`src/inc/psc_defines.svh`:
```
// Constants for the power state pin control block.
`ifndef PSC_DEFINES_SVH
`define PSC_DEFINES_SVH
`define PSC_SYNC_STAGES 2
`define PSC_IF_UART     2'b11
`define PSC_IF_TWI      2'b01
`define PSC_IF_SPI      2'b10
`define PSC_STATE_RESET 1'b0
`endif

```
`src/inc/psc_pkg.sv`:
```
// Types for the power state pin control block.
package psc_pkg;
	typedef enum logic [2:0] {PSC_SLEEP, PSC_FULL, PSC_FIX_DEMAND, PSC_DUTY, PSC_HALTED} psc_state_t;
	typedef enum logic [1:0] {PSC_HOST_UART, PSC_HOST_TWI, PSC_HOST_SPI} psc_host_t;
endpackage

```
`src/logic/psc_sync.sv`:
```
// Two flip-flop synchroniser for one level input.
`timescale 1ns/1ps
module psc_sync
(
	input  wire logic clk_sys_in,
	input  wire logic rst_in,
	input  wire logic ce_in,
	input  wire logic d_in,
	input  wire logic init_in,
	output logic      q_out
);
	logic meta_reg;
	logic q_reg;
	always_ff @(posedge clk_sys_in or posedge rst_in)
	begin
		if (rst_in)
		begin
			meta_reg <= 1'b1;
			q_reg    <= 1'b1;
		end
		else if (ce_in)
		begin
			meta_reg <= d_in;
			q_reg    <= meta_reg;
		end
	end
	assign q_out = q_reg;
endmodule

```
`src/logic/psc_power_ctrl.sv`:
```
// Power state control and host pin routing.
`timescale 1ns/1ps
`include "psc_defines.svh"
// How it works
// Synchronised power request high gives sleep, low gives full power.
// State changes only when a new request level arrives; the code also moves on halt, on fix or duty entry and on fix_done_in.
// Request change leaves fix-on-demand or duty mode for full power; from fix-on-demand the code returns there on fix_done_in.
// Status output low in sleep, high at full power.
// Host must drive the power request input.
// Halt input pulled up inactive; driven low it interrupts operation.
// Serial mode: receive and clear-to-send in, transmit and request-to-send out.
// Two-wire mode: receive is data, transmit is clock, both two-way.
// Four-wire slave: data in, clock, select inputs; data out on transmit.
// Active-low flow control pins pick the host interface.
// Power request input is synchronised before use.
module psc_power_ctrl
(
	input  wire logic             clk_sys_in,
	input  wire logic             rst_in,
	input  wire logic             ce_in,
	input  wire logic             power_req_in,
	input  wire logic             halt_n_in,
	input  wire logic             enter_fix_demand_in,
	input  wire logic             enter_duty_in,
	input  wire logic             fix_done_in,
	input  wire logic             rx_pin_in,
	output logic                  rx_pin_out,
	output logic                  rx_pin_oe_out,
	input  wire logic             tx_pin_in,
	output logic                  tx_pin_out,
	output logic                  tx_pin_oe_out,
	input  wire logic             cts_n_pin_in,
	output logic                  cts_n_pin_out,
	output logic                  cts_n_pin_oe_out,
	input  wire logic             rts_n_pin_in,
	output logic                  rts_n_pin_out,
	output logic                  rts_n_pin_oe_out,
	input  wire logic             uart_txd_in,
	input  wire logic             uart_rts_n_in,
	output logic                  uart_rxd_out,
	output logic                  uart_cts_n_out,
	input  wire logic             twi_sda_drive_low_in,
	input  wire logic             twi_scl_drive_low_in,
	output logic                  twi_sda_out,
	output logic                  twi_scl_out,
	input  wire logic             spi_miso_in,
	output logic                  spi_mosi_out,
	output logic                  spi_sclk_out,
	output logic                  spi_cs_n_out,
	output psc_pkg::psc_host_t    host_sel_out,
	output psc_pkg::psc_state_t   state_out,
	output logic                  wake_status_out
);
	import psc_pkg::*;
	logic       req_sync;
	logic       req_prev_reg;
	logic       req_change;
	psc_state_t state_reg;
	psc_state_t state_next;
	psc_host_t  host_reg;
	logic       wake_reg;
	logic       strap_done_reg;
	logic       fix_wake_reg;

	psc_sync u_req_sync
	(
		.clk_sys_in (clk_sys_in),
		.rst_in     (rst_in),
		.ce_in      (ce_in),
		.d_in       (power_req_in),
		.init_in    (1'b1),
		.q_out      (req_sync)
	);

	// A request edge is seen only after synchronising.
	assign req_change = req_sync != req_prev_reg;

	always_ff @(posedge clk_sys_in or posedge rst_in)
	begin
		if (rst_in)
			req_prev_reg <= 1'b1;
		else if (ce_in)
			req_prev_reg <= req_sync;
	end

	always_comb
	begin
		state_next = state_reg;
		if (!halt_n_in)
			state_next = PSC_HALTED;
		else
		begin
			case (state_reg)
				PSC_SLEEP:
					if (req_change && !req_sync)
						state_next = PSC_FULL;
				PSC_FULL:
					if (req_change && req_sync)
						state_next = PSC_SLEEP;
					else if (enter_fix_demand_in)
						state_next = PSC_FIX_DEMAND;
					else if (enter_duty_in)
						state_next = PSC_DUTY;
				PSC_FIX_DEMAND:
					if (req_change)
						state_next = PSC_FULL;
				PSC_DUTY:
					if (req_change)
						state_next = PSC_FULL;
				PSC_HALTED:
					state_next = req_sync ? PSC_SLEEP : PSC_FULL;
				default:
					state_next = PSC_SLEEP;
			endcase
		end
		// The fix sends a fix-on-demand wake back, so status follows the real state.
		if (halt_n_in && fix_wake_reg && fix_done_in && state_next == PSC_FULL)
			state_next = PSC_FIX_DEMAND;
	end

	// Fix-on-demand wake lasts until the fix or until full power is left; the fix drops it back.
	always_ff @(posedge clk_sys_in or posedge rst_in)
	begin
		if (rst_in)
			fix_wake_reg <= 1'b0;
		else if (ce_in)
		begin
			if (state_reg == PSC_FIX_DEMAND && req_change)
				fix_wake_reg <= 1'b1;
			else if (fix_done_in || state_reg != PSC_FULL)
				fix_wake_reg <= 1'b0;
		end
	end

	always_ff @(posedge clk_sys_in or posedge rst_in)
	begin
		if (rst_in)
			state_reg <= PSC_SLEEP;
		else if (ce_in)
			state_reg <= state_next;
	end

	always_ff @(posedge clk_sys_in or posedge rst_in)
	begin
		if (rst_in)
			wake_reg <= `PSC_STATE_RESET;
		else if (ce_in)
			wake_reg <= (state_next == PSC_FULL);
	end

	// Interface is chosen once, after reset release, from the flow pins.
	always_ff @(posedge clk_sys_in or posedge rst_in)
	begin
		if (rst_in)
		begin
			host_reg       <= PSC_HOST_UART;
			strap_done_reg <= 1'b0;
		end
		else if (ce_in && !strap_done_reg)
		begin
			strap_done_reg <= 1'b1;
			case ({cts_n_pin_in, rts_n_pin_in})
				`PSC_IF_TWI: host_reg <= PSC_HOST_TWI;
				`PSC_IF_SPI: host_reg <= PSC_HOST_SPI;
				default:     host_reg <= PSC_HOST_UART;
			endcase
		end
	end

	always_comb
	begin
		rx_pin_out       = 1'b0;
		rx_pin_oe_out    = 1'b0;
		tx_pin_out       = 1'b1;
		tx_pin_oe_out    = 1'b0;
		cts_n_pin_out    = 1'b1;
		cts_n_pin_oe_out = 1'b0;
		rts_n_pin_out    = 1'b1;
		rts_n_pin_oe_out = 1'b0;
		uart_rxd_out     = 1'b1;
		uart_cts_n_out   = 1'b1;
		twi_sda_out      = 1'b1;
		twi_scl_out      = 1'b1;
		spi_mosi_out     = 1'b0;
		spi_sclk_out     = 1'b0;
		spi_cs_n_out     = 1'b1;
		case (host_reg)
			PSC_HOST_UART:
			begin
				uart_rxd_out     = rx_pin_in;
				uart_cts_n_out   = cts_n_pin_in;
				tx_pin_out       = uart_txd_in;
				tx_pin_oe_out    = 1'b1;
				rts_n_pin_out    = uart_rts_n_in;
				rts_n_pin_oe_out = 1'b1;
			end
			PSC_HOST_TWI:
			begin
				twi_sda_out   = rx_pin_in;
				rx_pin_oe_out = twi_sda_drive_low_in;
				twi_scl_out   = tx_pin_in;
				tx_pin_oe_out = twi_scl_drive_low_in;
				tx_pin_out    = 1'b0;
			end
			PSC_HOST_SPI:
			begin
				spi_mosi_out  = rx_pin_in;
				spi_sclk_out  = cts_n_pin_in;
				spi_cs_n_out  = rts_n_pin_in;
				tx_pin_out    = spi_miso_in;
				tx_pin_oe_out = 1'b1;
			end
			default:
			begin
				tx_pin_oe_out = 1'b0;
			end
		endcase
	end

	assign host_sel_out    = host_reg;
	assign state_out       = state_reg;
	assign wake_status_out = wake_reg;
endmodule

```
`config.mk`:
```
export PLATFORM = sky130hd
export DESIGN_NAME = psc_power_ctrl
export DESIGN_NICKNAME = d
export VERILOG_FILES = /design/src/inc/psc_pkg.sv /design/src/logic/psc_sync.sv /design/src/logic/psc_power_ctrl.sv
export VERILOG_INCLUDE_DIRS = /design/src /design/src/inc
export SDC_FILE = /design/constraint.sdc
export NUM_CORES = 1
export LEC_CHECK = 0
export BUFFER_PORTS_ARGS = -buffer_cell sky130_fd_sc_hd__buf_4
export CAP_MARGIN = 15
export CORE_UTILIZATION = 40
export DETAILED_ROUTE_END_ITERATION = 10
export MAX_ROUTING_LAYER = met4
export PLACE_DENSITY = 0.73
export SLEW_MARGIN = 20
export SYNTH_ARGS = -nofsm -noshare
export SYNTH_HDL_FRONTEND = slang
export SYNTH_SLANG_ARGS = --single-unit
```
`constraint.sdc`:
```
create_clock -name clk_sys_in -period 2.43 [get_ports clk_sys_in]
set_input_delay 0.6075 -clock clk_sys_in [delete_from_list [all_inputs] [get_ports clk_sys_in]]
set_output_delay 0.6075 -clock clk_sys_in [all_outputs]
set_load 0.03 [all_outputs]
```
==> impl_metrics.json <==
{
  "final_cell_mix": "buf_4, nor2_1, nand2_1, dfrtp_1, o21ai_0",
  "hold_class": "input port to asynchronous set/reset pin",
  "synth.distinct_cells": 29,
  "finalHoldViolCount": 0,
  "final_util_pct": 63.19,
  "setup_ws_ns": 0.5149,
  "cts_buffers": 3,
  "synthCells": 83,
  "layout_min_cycle_time_ns": 1.915,
  "fmax_ghz": 0.5222,
  "post_drt_wl_per_cell_um": 10.89,
  "fin_cells": 142,
  "drc": 0,
  "async_reset_ff_share_pct": 100.0,
  "cts_resized": 0,
  "grt_pass1_wl_mm": 2.511,
  "yosysSeqAreaShare_pct": 38.85,
  "initialDrtViolationCount": 20,
  "num_rows": 14,
  "met1_length_um": 676,
  "design.die.area_um2": 1969,
  "cap_violations": 0,
  "ys_warn_count": 0,
  "rsz0062_at_grt": "no",
  "fin_tns_setup_ns": 0,
  "worstPathMaxFanout": 10,
  "wl_met3_um": 118,
  "antenna_found_initial": 0,
  "powerDensity_nw_per_um2": 546.0,
  "nets": 138,
  "first_pass_iters": 4,
  "path_clk_slew_ns": 0.07,
  "drive_gt1_share_pct": 40.68,
  "cp.required_ns": 1.82,
  "cts.sinks": 11,
  "cts_tree": "yes",
  "finalMaxSlewViolations": 0,
  "startpoint_type": "flip-flop",
  "finClkSkew_ns": 0.0005405,
  "grt_pass1_vias": 580,
  "core_area_um2": 1594,
  "ios": 38,
  "viasPerCell": 4.852,
  "globalRoute.totalOverflow": 0,
  "avgSynthCellArea_um2": 8.653,
  "grt_start_max_net_pins": 12,
  "cp-end-kind": "primary output",
  "pre_cts_ws_ns": 0.5709,
  "clkLatencyLatePin_ns": 0.26,
  "num_vias": 689,
  "worstPathArrival_ns": 1.31,
  "route.met2.wl_um": 743,
  "drt-total-wl_mm": 1.546,
  "synth-seq-cells": 11,
  "drtAntennaViolNets": 0,
  "dp_hpwl_mm": 1.220,
  "num_antenna_cells": 0,
  "start_util_pct": 45.05,
  "dr.max_layer_used": "met4",
  "die_y_um": 44.38,
  "gp_congestion": 0.8804,
  "worstSetupPathType": "flip-flop to primary output",
  "power.total_w": 0.0005499,
  "layout_commonest_cell": "buf_4",
  "track_usage_pct": 17.77,
  "holdBufCountCts": 0,
  "clockBufferDepth": 2,
  "power_leakage_nw": 0.5087,
  "dp.cells": 138,
  "portBuffers": 34,
  "yosys_most_used_dff": "dfrtp_1",
  "synth_edf_count": 0,
  "dieWidth_um": 44.38,
  "post-route-period-util_pct": 78.81,
  "post_cts_buffers": 0,
  "area_growth_pct": 40.24,
  "htree_levels": 1,
  "irDropWorstVdd_uv": 431.3,
  "status": "complete, no violations",
  "root_buffer": "clkbuf_4",
  "largest_reg_flops": 3,
  "syn_area_um2": 718.2,
  "setup_viol": 0
}
[final cells by class]
| cell class | instances | area [µm²] |
|---|---|---|
| clock buffer | 3 | 22.52 |
| clock inverter | 1 | 5.005 |
| fill | 144 | 586.8 |
| inverter | 6 | 22.52 |
| multi-input combinational | 63 | 392.9 |
| sequential | 11 | 279.0 |
| tap | 24 | 30.03 |
| timing repair buffer | 34 | 255.2 |
[critical path, stage by stage, from the launching register on]
cell,delay (ns)
dfrtp_1,0.47
or3_1,0.40
buf_4,0.18
[metrics by stage]
stage	cell area, µm²	hold slack (ns)
floorplan	721.9	0.4578
global placement	979.7	0.4707
detailed placement	979.7	0.4786
CTS	1007	0.3389
global route	1007	0.3676
finish	1007	0.3269
[kinds of logic (layout without fill, tap and decap cells)]
| kind of cell | count (synthesis) | count (layout) | synth area share (%) |
|---|---|---|---|
| buffers and inverters | 10 | 44 | 6.968 |
| adder cells (fa/ha/maj) | 2 | 2 | 3.484 |
| flip-flops | 11 | 11 | 38.85 |
| multiplexers | 1 | 1 | 1.568 |
| other | 2 | 3 | 1.046 |
| AO/OA/AOI/OAI | 17 | 17 | 18.82 |
| AND/OR/NAND/NOR | 40 | 40 | 29.27 |
[path summary, 6_finish.rpt]
path	cells after the start	slack, ns	end	startpoint
max	2	0.51	uart_cts_n_out	host_sel_out[1]
max in group asynchronous	2	1.78	req_prev_reg	rst_in
min	2	0.33	host_sel_out[0]	rst_in
min in group clk_sys_in	2	0.49	u_req_sync.q_out	u_req_sync.meta_reg
min reg2reg	2	0.49	u_req_sync.q_out	u_req_sync.meta_reg
max reg2reg	6	0.75	wake_status_out	u_req_sync.q_out
[cells in the mapped netlist, types with 2 or more instances]
master / number / area share (%)
inv_1: 6 / 3.1
buf_4: 3 / 3.1
o21ai_0: 7 / 4.9
conb_1: 2 / 1.0
nand2_1: 8 / 4.2
and2_1: 5 / 4.4
nor2_1: 9 / 4.7
nand2b_1: 4 / 3.5
ha_1: 2 / 3.5
nor2b_1: 4 / 3.5
or3_1: 3 / 2.6
a32o_1: 2 / 2.8
dfrtp_1: 8 / 28
a22oi_1: 2 / 2.1
dfstp_2: 3 / 11
nand3b_1: 2 / 2.1
[routing by layer]
layer  vias up  GRT usage (%)
li1        346              -
met1       306          23.88
met2        35          27.06
met3         2          2.449
met4         0          7.273
met5         -              -
[report_power, final]
group | internal, W | switching, W | total, W
combinational | 0.0000862 | 0.000118 | 0.000204
sequential | 0.000203 | 0.0000213 | 0.000224
clock | 0.0000608 | 0.0000610 | 0.000122
total | 0.000350 | 0.000200 | 0.000550
No activity file was read; power rests on OpenSTA's default activity.
